[config.mk]
export PLATFORM = sky130hd
export DESIGN_NAME = bvip_top
export DESIGN_NICKNAME = d
export VERILOG_FILES = /design/src/hw/bvip_pkg.sv /design/src/hw/bvip_top.sv
export SDC_FILE = /design/constraint.sdc
export NUM_CORES = 1
export LEC_CHECK = 0
export BUFFER_PORTS_ARGS = -buffer_cell sky130_fd_sc_hd__buf_4
export CAP_MARGIN = 0
export CORE_MARGIN = 2
export CORE_UTILIZATION = 51
export DETAILED_ROUTE_END_ITERATION = 6
export PLACE_DENSITY = 0.76
export SETUP_SLACK_MARGIN = 0.2
export SLEW_MARGIN = 20
export SYNTH_ARGS = -nofsm -noshare
export SYNTH_HDL_FRONTEND = slang
export SYNTH_SLANG_ARGS = --single-unit
[constraint.sdc]
create_clock -name clk_sys -period 2.37 [get_ports clk_sys]
set_input_delay 0.474 -clock clk_sys [delete_from_list [all_inputs] [get_ports clk_sys]]
set_output_delay 0.474 -clock clk_sys [all_outputs]
set_load 0.02 [all_outputs]
[src/hw/bvip_pkg.sv]
// Package of constants and types for the board vectored interrupt pair
// Operation
// - Respond only when address bits 7-4 match switches
// - Offsets 0,1 master; 2,3 slave; odd selects high
// - Offsets 8-11, 13/15 output left undecoded
// - Master input 1 fed by slave interrupt output
// - Master inputs 0,2-7 from bus lines; line 1 slave
// - Master bus inputs cascadable; slave bus input not
// - Slave inputs: timers, serial, parallel, bus line 1
// - Call mode: first pulse drives opcode CD hex
// - Call mode: second low byte, third high byte
// - Call interval 4 or 8 fills low address bits
// - Vector mode: first pulse resolves, no data drive
// - Vector mode: second pulse drives type byte
// - Board setting selects two-byte or three-byte cycle
// - Setting unconnected: no address/status drive, no cascade
`default_nettype none
package bvip_pkg;
  // ===========================================
  // Port window
  localparam logic [3:0] BVIP_OFS_MASTER_EVEN = 4'h0;
  localparam logic [3:0] BVIP_OFS_MASTER_ODD = 4'h1;
  localparam logic [3:0] BVIP_OFS_SLAVE_EVEN = 4'h2;
  localparam logic [3:0] BVIP_OFS_SLAVE_ODD = 4'h3;
  localparam logic [7:0] BVIP_CALL_OPCODE = 8'hCD;
  localparam int BVIP_SLAVE_INPUT = 1;
  localparam int BVIP_SLAVE_BUS_LEVEL = 3;
  // ===========================================
  // Control word fields (odd offset: port_window_origin byte; even offset: control byte)
  localparam int BVIP_CTL_CALL_BIT = 0;
  localparam int BVIP_CTL_IVL4_BIT = 1;
  localparam int BVIP_CTL_CASC_BIT = 2;
  // Acknowledge cycle setting
  typedef enum logic [1:0] {
    BVIP_CYC_NONE = 2'h0,
    BVIP_CYC_TWO = 2'h1,
    BVIP_CYC_THREE = 2'h2
  } bvip_cycle_t;
  // Acknowledge sequencer states
  typedef enum logic [3:0] {
    BVIP_ST_IDLE = 4'h1,
    BVIP_ST_P1 = 4'h2,
    BVIP_ST_P2 = 4'h4,
    BVIP_ST_P3 = 4'h8
  } bvip_state_t;
endpackage : bvip_pkg
`default_nettype wire

[src/hw/bvip_top.sv]
// Master and slave vectored interrupt controllers behind a port window
`default_nettype none
module bvip_top (
  input wire logic clk_sys,
  input wire logic resetn,
  input wire logic clk_en,
  input wire logic [3:0] address_switch_bank,
  input wire logic [1:0] ack_cycle_setting,
  input wire logic [7:0] io_addr,
  input wire logic io_wr,
  input wire logic io_rd,
  input wire logic [7:0] io_wdata,
  input wire logic int_ack,
  input wire logic [7:0] vi_lines,
  input wire logic timer_output_two,
  input wire logic timer_output_three,
  input wire logic timer_output_four,
  input wire logic receive_ready_flag,
  input wire logic transmit_ready_flag,
  input wire logic par_in_ready,
  input wire logic par_out_ready,
  output logic [7:0] data_out,
  output logic data_oe,
  output logic int_req,
  output logic [2:0] cascade_sel,
  output logic cascade_oe,
  output logic status_oe
);
  // ===========================================
  // State
  typedef struct packed {
    logic [7:0] in_s1;
    logic [7:0] in_s2;
    logic [6:0] slv_s1;
    logic [6:0] slv_s2;
    logic ack_s1;
    logic ack_s2;
    logic ack_d;
    logic [7:0] m_ctl;
    logic [7:0] m_port_window_origin;
    logic [7:0] m_mask;
    logic [7:0] s_ctl;
    logic [7:0] s_port_window_origin;
    logic [7:0] s_mask;
    bvip_pkg::bvip_state_t st;
    logic from_slave;
    logic [2:0] lvl;
    logic [7:0] dout;
    logic doe;
    logic irq;
    logic [2:0] csel;
    logic coe;
    logic soe;
  } bvip_regs_t;

  bvip_regs_t r_reg, r_next;
  logic [7:0] m_req, s_req;
  logic [2:0] m_lvl, s_lvl;
  logic m_any, s_any, hit, rise, three;
  logic [7:0] cur_ctl, cur_port_window_origin;
  logic [15:0] vaddr;

  // ===========================================
  // Overview of the acknowledge path
  // Every pin-side request input (bus lines, on-board ready flags) and the acknowledge
  // strobe pass two flip-flops before any decision reads them. That costs
  // latency, but the host runs its own timing and a metastable request could
  // otherwise split the priority resolver and the vector mux across levels.
  // The acknowledge strobe is edge-detected after the synchroniser. The
  // delayed copy resets low, matching the idle level of the strobe, so no
  // false pulse is seen straight after reset.
  // The first pulse latches the winning level and the controller that owns it.
  // Everything later in the sequence (vector byte, cascade code, drive enable)
  // comes from that latched state. A request that changes mid-sequence
  // therefore cannot alter the bytes of the cycle already under way.
  // When the winning master input has cascade enabled, an external slave
  // answers. The master then keeps its data drive off and only presents the
  // cascade code. The on-board slave sits on master input 1 and is never
  // cascaded onto the bus.
  // With the cycle setting left open, neither the address nor the status
  // drive is taken. Cascading over the bus is impossible in that case, so
  // the master always supplies the vector itself.
  // Limitation: no in-service tracking and no end-of-interrupt handling.
  // A request stays pending until its source drops.
  // Masks are held clear, so every level is always enabled.
  // The mode bit of the control byte is ignored: the board setting alone
  // decides between the two-byte and the three-byte cycle.
  localparam int BVIP_SLAVE_INPUT_C = bvip_pkg::BVIP_SLAVE_INPUT;

  // Priority: lowest index wins, as in fully nested default
  function automatic logic [2:0] bvip_prio(input logic [7:0] v);
    logic [2:0] p;
    p = 3'h0;
    for (int i = 7; i >= 0; i--) begin
      if (v[i]) begin
        p = 3'(i);
      end
    end
    return p;
  endfunction : bvip_prio

  // Request mapping after synchronisers
  always_comb begin
    s_req = {r_reg.slv_s2[6], r_reg.slv_s2[5], r_reg.slv_s2[4], r_reg.slv_s2[3],
             r_reg.in_s2[1], r_reg.slv_s2[2], r_reg.slv_s2[1],
             r_reg.slv_s2[0]} & ~r_reg.s_mask;
    s_any = |s_req;
    s_lvl = bvip_prio(s_req);
    m_req = {r_reg.in_s2[7:2], s_any, r_reg.in_s2[0]} & ~r_reg.m_mask;
    m_any = |m_req;
    m_lvl = bvip_prio(m_req);
  end

  // Window decode: unused offsets fall through untouched
  assign hit = (io_addr[7:4] == address_switch_bank) && io_wr;
  assign rise = r_reg.ack_s2 && !r_reg.ack_d;
  assign three = (ack_cycle_setting == bvip_pkg::BVIP_CYC_THREE);
  assign cur_ctl = r_reg.from_slave ? r_reg.s_ctl : r_reg.m_ctl;
  assign cur_port_window_origin = r_reg.from_slave ? r_reg.s_port_window_origin : r_reg.m_port_window_origin;

  // Vector address with interval fill
  always_comb begin
    if (cur_ctl[bvip_pkg::BVIP_CTL_IVL4_BIT]) begin
      vaddr = {cur_port_window_origin, cur_port_window_origin[7:5], r_reg.lvl, 2'h0};
    end else begin
      vaddr = {cur_port_window_origin, cur_port_window_origin[7:6], r_reg.lvl, 3'h0};
    end
  end

  // Next-state logic
  always_comb begin
    r_next = r_reg;
    r_next.in_s1 = vi_lines;
    r_next.in_s2 = r_reg.in_s1;
    r_next.slv_s1 = {timer_output_four, par_out_ready, transmit_ready_flag,
                     timer_output_three, par_in_ready, receive_ready_flag,
                     timer_output_two};
    r_next.slv_s2 = r_reg.slv_s1;
    r_next.ack_s1 = int_ack;
    r_next.ack_s2 = r_reg.ack_s1;
    r_next.ack_d = r_reg.ack_s2;
    r_next.irq = m_any;
    // Register writes; odd offset is register_select_line high
    if (hit) begin
      case (io_addr[3:0])
        bvip_pkg::BVIP_OFS_MASTER_EVEN: r_next.m_ctl = io_wdata;
        bvip_pkg::BVIP_OFS_MASTER_ODD: r_next.m_port_window_origin = io_wdata;
        bvip_pkg::BVIP_OFS_SLAVE_EVEN: r_next.s_ctl = io_wdata;
        bvip_pkg::BVIP_OFS_SLAVE_ODD: r_next.s_port_window_origin = io_wdata;
        default: r_next.m_mask = r_reg.m_mask;
      endcase
    end
    // Mask writes share the control byte high nibble is not used; keep masks clear
    r_next.m_mask = 8'h00;
    r_next.s_mask = 8'h00;
    case (r_reg.st)
      bvip_pkg::BVIP_ST_IDLE: begin
        r_next.doe = 1'b0;
        r_next.coe = 1'b0;
        r_next.soe = 1'b0;
        if (rise && m_any) begin
          // First pulse resolves priority and cascade
          r_next.from_slave = (m_lvl == 3'(BVIP_SLAVE_INPUT_C));
          r_next.lvl = (m_lvl == 3'(BVIP_SLAVE_INPUT_C)) ? s_lvl : m_lvl;
          r_next.csel = m_lvl;
          // Bus cascade only when master input is cascade-enabled and not slave
          r_next.coe = (ack_cycle_setting != bvip_pkg::BVIP_CYC_NONE) &&
                       r_reg.m_ctl[bvip_pkg::BVIP_CTL_CASC_BIT] &&
                       (m_lvl != 3'(BVIP_SLAVE_INPUT_C));
          r_next.soe = (ack_cycle_setting != bvip_pkg::BVIP_CYC_NONE);
          r_next.dout = bvip_pkg::BVIP_CALL_OPCODE;
          r_next.doe = three && !r_next.coe;
          r_next.st = bvip_pkg::BVIP_ST_P1;
        end
      end
      bvip_pkg::BVIP_ST_P1: begin
        if (rise) begin
          if (three) begin
            r_next.dout = vaddr[7:0];
          end else begin
            r_next.dout = {cur_port_window_origin[7:3], r_reg.lvl};
          end
          r_next.doe = !r_reg.coe;
          r_next.st = three ? bvip_pkg::BVIP_ST_P2 : bvip_pkg::BVIP_ST_P3;
        end
      end
      bvip_pkg::BVIP_ST_P2: begin
        if (rise) begin
          r_next.dout = vaddr[15:8];
          r_next.st = bvip_pkg::BVIP_ST_P3;
        end
      end
      bvip_pkg::BVIP_ST_P3: begin
        if (!r_reg.ack_s2) begin
          r_next.doe = 1'b0;
          r_next.coe = 1'b0;
          r_next.soe = 1'b0;
          r_next.st = bvip_pkg::BVIP_ST_IDLE;
        end
      end
      default: r_next.st = bvip_pkg::BVIP_ST_IDLE;
    endcase
  end

  // State register; clock enable freezes everything
  always_ff @(posedge clk_sys or negedge resetn) begin
    if (!resetn) begin
      r_reg <= '0;
      r_reg.st <= bvip_pkg::BVIP_ST_IDLE;
    end else if (clk_en) begin
      r_reg <= r_next;
    end
  end

  assign data_out = r_reg.dout;
  assign data_oe = r_reg.doe;
  assign int_req = r_reg.irq;
  assign cascade_sel = r_reg.csel;
  assign cascade_oe = r_reg.coe;
  assign status_oe = r_reg.soe;
endmodule : bvip_top
`default_nettype wire

==> Yosys cells after proc, flatten, opt, wreduce, memory -nomap -nowiden <==
Index checks and enable logic that the tools add are counted.
{ "totals": {"wordCells": 95, "inputBits": 43, "reg_bits": 77} }
{ "classes": {"n_eq_ne": 15, "mux": 35, "reduce_logical": 25} }
{ "op_table": {"columns": ["op", "count"], "rows": [
  ["2-to-1 mux 3 bit", 17],
  ["one-hot mux 8 bit (3 select lines)", 1],
  ["AND reduction 3 bit", 6],
  ["2-to-1 mux 17 bit", 1],
  ["2-to-1 mux 4 bit", 4],
  ["2-to-1 mux 8 bit", 2],
  ["one-hot mux 4 bit (4 select lines)", 1],
  ["OR reduction 15 bit", 1],
  ["== test 4 x 2 -> 1 bit (second input constant)", 3],
  ["2-to-1 mux 6 bit", 2],
  ["AND reduction 5 bit", 2],
  ["2-to-1 mux 9 bit", 1],
  ["== test 4 x 1 -> 1 bit (second input constant)", 2],
  ["!= test 2 bit (second input constant)", 4],
  ["OR reduction 8 bit", 1],
  ["logical AND 1 bit", 6],
  ["2-to-1 mux 2 bit", 3],
  ["nonzero test 3 bit", 2],
  ["== test 4 x 3 -> 1 bit (second input constant)", 1],
  ["== test 4 bit", 1],
  ["== test 4 bit (second input constant)", 1],
  ["zero test 4 bit", 1],
  ["one-hot mux 2 bit (2 select lines)", 1],
  ["AND reduction 4 bit", 1],
  ["7 further kinds", 10]
]} }

==> Longest topological paths before layout <==
Gate-level depths: netlist of the first run.
{ "depth": {"word_depth": 14, "ltp_mapped": 7, "ltp_nobuf": 5} }

==> Worst setup path before layout of the first run <==
OpenSTA, ideal clock, no wires.
{ "synth_path": {"path_kind": "register to register", "from": "register r_reg[79] (netlist bit)", "to": "register r_reg, in the netlist data_out[0]", "stages_incl_launch_ff": 7, "setup_ns": 0.125, "t_arrival_ns": 2.073, "path_slack_ns": 0.172, "required_time_ns": 2.245, "cell_sequence": "dfrtp_1 or4_4 or4_4 buf_6 o21ai_4 o21ai_4 mux2_4"} }
{ "synth_between": {"elab_chain_len": 4} }
{ "synth_lines": {"columns": ["element", "line_no", "text"], "rows": [
  ["start, declared", "bvip_top.sv:56", "bvip_regs_t r_reg, r_next;"],
  ["start signal, assigned", "bvip_top.sv:211", "r_reg <= r_next;"],
  ["OR reduction 15 bit", "bvip_top.sv:110", "m_any = |m_req;"],
  ["logical AND 1 bit", "bvip_top.sv:161", "if (rise && m_any) begin"],
  ["!= test 2 bit (no line)", null, null],
  ["AND reduction 5 bit (no line)", null, null]
]} }
Every way passes these cells.
A chain may end at the register's enable or synchronous reset.

==> Worst setup path in the final report of the first run <==
{ "layout_path": {"from": "register r_reg[79] (netlist bit)", "to": "register r_reg, in the netlist data_out[6]"} }
The elaborated chain is that of the path after synthesis.

==> metrics.cfg, run 1 <==
[status]
status = finished, final reports clean

[logic_synthesis]
ys_types = 45
synth.cell_area_sq_um = 3641
synth_warnings = 0
syn_nets = 343
synthFlopType = dfrtp_1
syn_avg_cell_area_sq_um = 12.14
synthArstFlopShare_pct = 100.0
syn_inst = 300
synth_edf_count = 0
synth_seq_cells = 75
ys_seq_area_share_pct = 51.58

[timing]
setup_tns_ns = 0
fin_crit_sh_pct = 92.42
tightest_slew_ns = 0.8283
hold_viol_final = 0
min_period_ns = 2.190
drv_slew = 0
setup_viol = 0
fin_skew_ns = 0.005670
maxSlewHeadroom_pct = 44.00
fmax_mhz = 456.6
rsz0062_at_grt = true

[global_route]
grt_pass1_wl_microns = 11480
grt_max_degree = 43
antenna_found_initial = 0
track_usage_pct = 19.31
first_global_vias = 2458
grt_overflow_total = 0

[critical_path]
r2r_start = r_reg[79]
end_kind = flop
crit_start = r_reg[79]
crit_fanout = 8
rr_worst_depth = 5
cp.arrival_ns = 2.42
setup.worst_path.end = data_out[6]
start_kind = flop
crit_type = reg2reg
r2r_end = data_out[6]
ff2ff_setup_slack_ns = 0.18
cp.required_ns = 2.60

[placement]
io_buffer_count = 56
post-dp-hpwl_microns = 5012
place_congestion = 0.8682

[cts]
clock_path_buffers = 2
cts-root-buf = clkbuf_8
ctsHoldBuffers = 0
clock_latency_ns = 0.34
cts_tree = yes
cts_buffers = 9
cts-htree-levels = 3
clkSlewWorstSetupHoldPaths_ns = 0.08
cts_sinks = 75

[power]
ir_drop_mv = 0.6185
p_seq_share_pct = 47.0
p_clk_share_pct = 24.5
cellPowerDensity_nw_per_um2 = 798.1
p_leak_nw = 2.031
p_int_w = 0.002399
swShare_pct = 30.77
pwr-share-comb_pct = 28.5
p_switching_w = 0.001066

[floorplanning]
die-area_sq_um = 7831
rows = 30
ios = 58
start_util_pct = 53.01
die-height_microns = 88.50
coreArea_sq_um = 6869
dieWidth_microns = 88.50

[route]
final_antenna_net_count = 0
vias = 2441
via_per_inst = 5.330
drt_iter0_markers = 144
totalWireLength_microns = 6725
drc = 0
dr.pass1.iters = 4
wire_per_inst_microns = 14.68

[cells_and_area]
layout_common_cells = 74 x dfrtp_1, 69 x buf_4, 60 x mux2_2
layout_commonest_cell = dfrtp_1
utilization_pct = 63.21
area_growth_pct = 19.24
drive_gt1_share_pct = 45.03
fin_nets = 400
largest_reg_flops = 43
n_antenna_cell = 0

[min_path]
hp-class = in2async

[job]
maxCapViolations = 0

## power by group through the flow
stage / sequential (W) / combinational [W] / clock, W
floorplan: 0.00161 / 0.000735 / 0
global placement: 0.00165 / 0.000938 / 0
detailed placement: 0.00166 / 0.000963 / 0
CTS: 0.00163 / 0.000983 / 0.000882
global route: 0.00166 / 0.00109 / 0.000931
finish: 0.00163 / 0.000988 / 0.000847
## cell usage after synthesis (3+ instances only)
| cell | number | area [sq um] |
|---|---|---|
| dfrtp_1 | 74 | 1852 |
| mux2_2 | 60 | 675.7 |
| nand2_1 | 22 | 82.58 |
| nor2_1 | 13 | 48.80 |
| o21ai_0 | 13 | 65.06 |
| buf_4 | 12 | 90.09 |
| clkbuf_1 | 10 | 37.54 |
| mux2_4 | 8 | 120.1 |
| a21oi_1 | 6 | 30.03 |
| inv_1 | 6 | 22.52 |
| nand2b_1 | 5 | 31.28 |
| nand3_1 | 5 | 25.02 |
| mux2i_1 | 4 | 40.04 |
| nor2b_1 | 4 | 25.02 |
| nor3_1 | 4 | 20.02 |
| nor4_1 | 4 | 25.02 |
| nor4b_1 | 4 | 35.03 |
| o31ai_1 | 4 | 30.03 |
| xnor2_1 | 4 | 35.03 |
| or3_1 | 3 | 18.77 |
## stage by stage
stage	area, sq um	total power [W]	hold slack (ns)	setup slack, ns	instances
after global routing	4342	0.003677	0.1513	0.1325	458
final	4342	0.003465	0.1188	0.1797	458
after detailed placement	4126	0.002618	0.4747	0.1033	438
after floorplan	3641	0.002340	0.1784	0.1719	300
after CTS	4335	0.003493	0.1208	0.1807	458
after global placement	4126	0.002585	0.4667	0.1102	438
## area by class of cell
cell class / instances / area, sq um
clock inverter: 5 / 28.78
sequential: 75 / 1878
timing repair buffer: 70 / 538.0
multi-input combinational: 195 / 1613
clock buffer: 11 / 141.4
fill: 565 / 2527
inverter: 6 / 22.52
tap: 96 / 120.1
## metal layers
| layer | global-route usage (%) | part of all wire (%) | vias to the layer above |
|---|---|---|---|
| met4 | 7.713 | 1.9 | 0 |
| met1 | 23.50 | 42 | 1192 |
| met5 | 0 | 0 | - |
| li1 | - | - | 1183 |
| met3 | 5.037 | 4.5 | 10 |
| met2 | 32.81 | 52 | 56 |
## cell families (layout without fill, tap and decap cells)
logic type                after synthesis  in the layout  share of synthesized area, %
and+or+nand+nor                        76             76                         11.44
DFF                                    75             75                         51.58
muxes                                  72             72                         22.96
AOI/OAI and AO/OA                      42             42                         8.282
buffers and inverters                  30             92                         4.536
xor gates and xnor gates                5              5                         1.203
## critical path, stage by stage (launching register included)
cell and delay (ns):
dfrtp_1 0.39, or4_4 0.54, or4_4 0.49, o21ai_4 0.18, o21ai_4 0.15, mux2_4 0.33
## worst min path at each step
stage | from | to | slack (ns)
3_5_place_dp | status_oe | status_oe | 0.47
2_1_floorplan | resetn | cascade_oe | 0.18
6_report | resetn | r_reg[36] | 0.12
4_1_cts | resetn | r_reg[60] | 0.12
3_3_place_gp | r_next[93] | r_reg[93] | 0.47
5_1_grt | resetn | r_reg[36] | 0.15
## timing repair
item | 4_1_cts | 5_1_grt
endpoints found under the setup margin | 9 | 15
resized for setup | 1 | 2
pin swaps | 0 | 0
buffers inserted | 4 | 0
Note: power is estimated with default switching activity, not from simulation.
==> run 2, diff against run 1 <==
Settings changed: GPL_TIMING_DRIVEN from default to 0.
==> metrics.cfg, run 2 (synthesis gave the netlist of run 1 again) <==
[cts]
ctsHoldBuffers = 0
clock_path_buffers = 2
cts_sinks = 75
cts_buffers = 9
clock_latency_ns = 0.35
cts-htree-levels = 3
cts_tree = yes
clkSlewWorstSetupHoldPaths_ns = 0.08
cts-root-buf = clkbuf_8

[cells_and_area]
largest_reg_flops = 43
fin_cells = 476
layout_common_cells = 74 x dfrtp_1, 71 x buf_4, 60 x mux2_2
stdcell_area_sq_um = 4542
fin_nets = 419
n_antenna_cell = 0
layout_commonest_cell = dfrtp_1
drive_gt1_share_pct = 48.42
area_growth_pct = 24.74

[critical_path]
ff2ff_setup_slack_ns = 0.11
rr_worst_depth = 6
r2r_end = data_out[7]
cp.arrival_ns = 2.49
crit_fanout = 8
crit_type = reg2reg
end_kind = flop
r2r_start = r_reg[77]
start_kind = flop
cp.required_ns = 2.60

[route]
via_per_inst = 5.382
drc = 0
dr.pass1.iters = 4
vias = 2562
totalWireLength_microns = 7372
drt_iter0_markers = 155
wire_per_inst_microns = 15.49
final_antenna_net_count = 0

[floorplanning]
rows = 30
die-height_microns = 88.50
start_util_pct = 53.01
ios = 58
coreArea_sq_um = 6869
dieWidth_microns = 88.50
die-area_sq_um = 7831

[power]
p_clk_share_pct = 25.8
cellPowerDensity_nw_per_um2 = 823.9
p_seq_share_pct = 42.9
p_int_w = 0.002585
ir_drop_mv = 0.4108
fin_total_pwr_w = 0.003742
p_switching_w = 0.001157
pwr-share-comb_pct = 31.3
p_leak_nw = 2.130
swShare_pct = 30.91

[global_route]
track_usage_pct = 20.72
antenna_found_initial = 0
grt_max_degree = 76
grt_pass1_wl_microns = 12320
grt_overflow_total = 0
first_global_vias = 2676

[timing]
hold_viol_final = 0
maxSlewHeadroom_pct = 38.49
rsz0062_at_grt = true
tightest_slew_ns = 0.9227
setup_viol = 0
fmax_mhz = 442.9
fin_hold_ws_ns = 0.2548
fin_skew_ns = 0.007588
fin_crit_sh_pct = 95.26
drv_slew = 0
min_period_ns = 2.258

[status]
status = finished, final reports clean

[min_path]
hp-class = in2async

[placement]
io_buffer_count = 55
place_congestion = 0.8444
place_inst = 451
post-dp-hpwl_microns = 5296
placed_area_sq_um = 4174

[job]
maxCapViolations = 0

-- run 2: cell types whose count changed in the layout (fill, tap and decap cells not counted), sizes merged --
| cell | delta |
|---|---|
| buf | +9 |
| clkbuf | +9 |
| bufinv | +1 |
| clkinv | -1 |
-- run 2: final cells by class --
type | instances | area (sq um)
flip-flops and latches | 75 | 1878
well taps | 96 | 120.1
clock inverters | 5 | 53.80
repair buffers | 65 | 506.7
clock buffers | 10 | 137.6
fillers | 561 | 2327
inverters | 6 | 22.52
plain buffers | 24 | 153.9
multi-input cells | 195 | 1669
-- run 2: worst max-delay path by stage --
stage / startpoint / to / slack [ns] / depth (start not counted)
6_report: r_reg[77] / data_out[7] / 0.11 / 6
2_1_floorplan: r_reg[79] / data_out[0] / 0.17 / 6
5_1_grt: r_reg[78] / cascade_sel[0] / 0.06 / 8
3_3_place_gp: clk_en / r_reg[59] / -0.04 / 6
4_1_cts: r_reg[78] / data_out[7] / 0.09 / 6
3_5_place_dp: clk_en / r_reg[59] / -0.04 / 6
-- run 2: power groups by stage --
stage | Combinational (W) | Sequential (W) | Clock [W]
CTS | 0.00111 | 0.00160 | 0.000980
floorplan | 0.000735 | 0.00161 | 0
detailed placement | 0.00105 | 0.00163 | 0
global route | 0.00128 | 0.00163 | 0.00103
finish | 0.00117 | 0.00161 | 0.000966
global placement | 0.00101 | 0.00162 | 0
-- run 2: routing by layer --
layer  GRT usage [%]  wire length, microns
met5               0                     0
met4           7.025                   104
met3           5.037                   322
met2           35.61                  3817
met1           25.70                  3128
-- run 2: what timing repair did --
| item | 4_1_cts | 5_1_grt |
|---|---|---|
| gates cloned | 0 | 0 |
| buffers inserted | 9 | 1 |
| resized for setup | 6 | 23 |
| endpoints found under the setup margin | 15 | 37 |
| pin swaps | 3 | 4 |
-- run 2: through the flow --
step | worst slack [ns] | setup TNS (ns) | util [%]
after floorplan | 0.1719 | 0 | -
after global placement | -0.03853 | -0.2972 | 60.77
after detailed placement | -0.04378 | -0.3017 | 60.77
after CTS | 0.09270 | 0 | 64.95
after global routing | 0.05786 | 0 | 66.12
final | 0.1122 | 0 | 66.12
-- run 2: worst max-delay path, stage by stage, from the launching register on --
cell	delay, ns
dfrtp_1	0.38
or4_4	0.54
or4_4	0.42
buf_6	0.15
o21ai_4	0.17
o21ai_4	0.16
mux2_4	0.33
==> run 3, diff against run 2 <==
Settings changed: RECOVER_POWER from default to 25.
==> metrics.cfg, run 3 (synthesis gave the netlist of run 1 again) <==
[route]
drc = 0
drt_iter0_markers = 147
final_antenna_net_count = 0
vias = 2562
dr.pass1.iters = 4
via_per_inst = 5.382
wire_per_inst_microns = 15.49
totalWireLength_microns = 7371

[min_path]
hp-class = in2reg
hp-start = par_out_ready
hold_depth = 2
worstHoldEndpoint = r_next[79]

[power]
p_int_w = 0.002585
cellPowerDensity_nw_per_um2 = 824.3
p_seq_share_pct = 42.9
pwr-share-comb_pct = 31.3
ir_drop_mv = 0.4108
p_switching_w = 0.001157
p_leak_nw = 2.129
p_clk_share_pct = 25.8
swShare_pct = 30.91

[cts]
cts_sinks = 75
cts_buffers = 9
clock_path_buffers = 2
cts-htree-levels = 3
clock_latency_ns = 0.35
ctsHoldBuffers = 0
clkSlewWorstSetupHoldPaths_ns = 0.08
cts-root-buf = clkbuf_8
cts_tree = yes

[floorplanning]
die-height_microns = 88.50
start_util_pct = 53.01
dieWidth_microns = 88.50
rows = 30
ios = 58
die-area_sq_um = 7831
coreArea_sq_um = 6869

[global_route]
first_global_vias = 2676
antenna_found_initial = 0
track_usage_pct = 20.72
grt_pass1_wl_microns = 12320
grt_overflow_total = 0
grt_max_degree = 76

[placement]
io_buffer_count = 55
post-dp-hpwl_microns = 5296
place_congestion = 0.8444

[cells_and_area]
area_growth_pct = 24.67
drive_gt1_share_pct = 48.42
fin_nets = 419
largest_reg_flops = 43
layout_commonest_cell = dfrtp_1
layout_common_cells = 74 x dfrtp_1, 70 x buf_4, 60 x mux2_2
fillerInstances = 560
n_antenna_cell = 0

[critical_path]
rr_worst_depth = 6
end_kind = flop
cp.arrival_ns = 2.49
crit_type = reg2reg
start_kind = flop
ff2ff_setup_slack_ns = 0.11
crit_fanout = 8
r2r_end = data_out[7]
cp.required_ns = 2.60
r2r_start = r_reg[77]

[timing]
fin_crit_sh_pct = 95.26
fmax_mhz = 442.9
tightest_slew_ns = 1.812
maxSlewHeadroom_pct = -20.80
setup_viol = 0
min_period_ns = 2.258
fin_hold_ws_ns = 0.3545
setup_tns_ns = 0
fin_skew_ns = 0.007588
hold_viol_final = 0
rsz0062_at_grt = true
drv_slew = 76

[status]
status = finished with violations
violations = capacitance limit, slew limit

[job]
maxCapViolations = 1

## run 3: area by class of cell
| type | instances | area [sq um] | area share, % |
|---|---|---|---|
| Sequential cell | 75 | 1878 | 41.37 |
| Multi-Input combinational cell | 195 | 1669 | 36.77 |
| Timing Repair Buffer | 65 | 504.2 | 11.11 |
| Buffer | 24 | 153.9 | 3.390 |
| Clock buffer | 10 | 137.6 | 3.032 |
| Tap cell | 96 | 120.1 | 2.646 |
| Clock inverter | 5 | 53.80 | 1.185 |
| Inverter | 6 | 22.52 | 0.4961 |
## run 3: power groups by stage
stage                     sequential [W]  clock (W)  combinational (W)
final                            0.00161   0.000966            0.00117
after global routing             0.00163    0.00103            0.00128
after CTS                        0.00160   0.000980            0.00111
after detailed placement         0.00163          0            0.00105
after global placement           0.00162          0            0.00101
after floorplan                  0.00161          0           0.000735
## run 3: routing by layer
metal,up-vias,track usage [%],routed length [microns]
met4,0,7.025,104
met1,1269,25.70,3128
li1,1224,-,-
met3,9,5.037,321
met5,-,0,0
met2,60,35.61,3816
## run 3: worst max-delay path by stage
stage	from	end	depth (start not counted)
global route	r_reg[78]	cascade_sel[0]	8
detailed placement	clk_en	r_reg[59]	6
finish	r_reg[77]	data_out[7]	6
CTS	r_reg[78]	data_out[7]	6
floorplan	r_reg[79]	data_out[0]	6
global placement	clk_en	r_reg[59]	6
## run 3: worst max-delay path: stages (launching register included)
cell	delay [ns]
dfrtp_1	0.38
or4_4	0.54
or4_4	0.42
buf_6	0.15
o21ai_4	0.17
o21ai_4	0.16
mux2_4	0.33
## run 3: what timing repair did
| item | in CTS | in global routing |
|---|---|---|
| setup endpoints to repair | 15 | 37 |
| pin swaps | 3 | 4 |
| resized for setup | 6 | 23 |
| setup buffers | 9 | 1 |
| cloned | 0 | 0 |
## run 3: through the flow
stage	area, sq um	power (W)	utilization (%)	std cells	setup WS, ns
4_1_cts	4462	0.003698	64.95	475	0.09270
6_report	4539	0.003742	66.08	476	0.1122
3_3_place_gp	4174	0.002627	60.77	451	-0.03853
5_1_grt	4539	0.003943	66.08	476	0.05786
3_5_place_dp	4174	0.002676	60.77	451	-0.04378
2_1_floorplan	3641	0.002340	-	300	0.1719
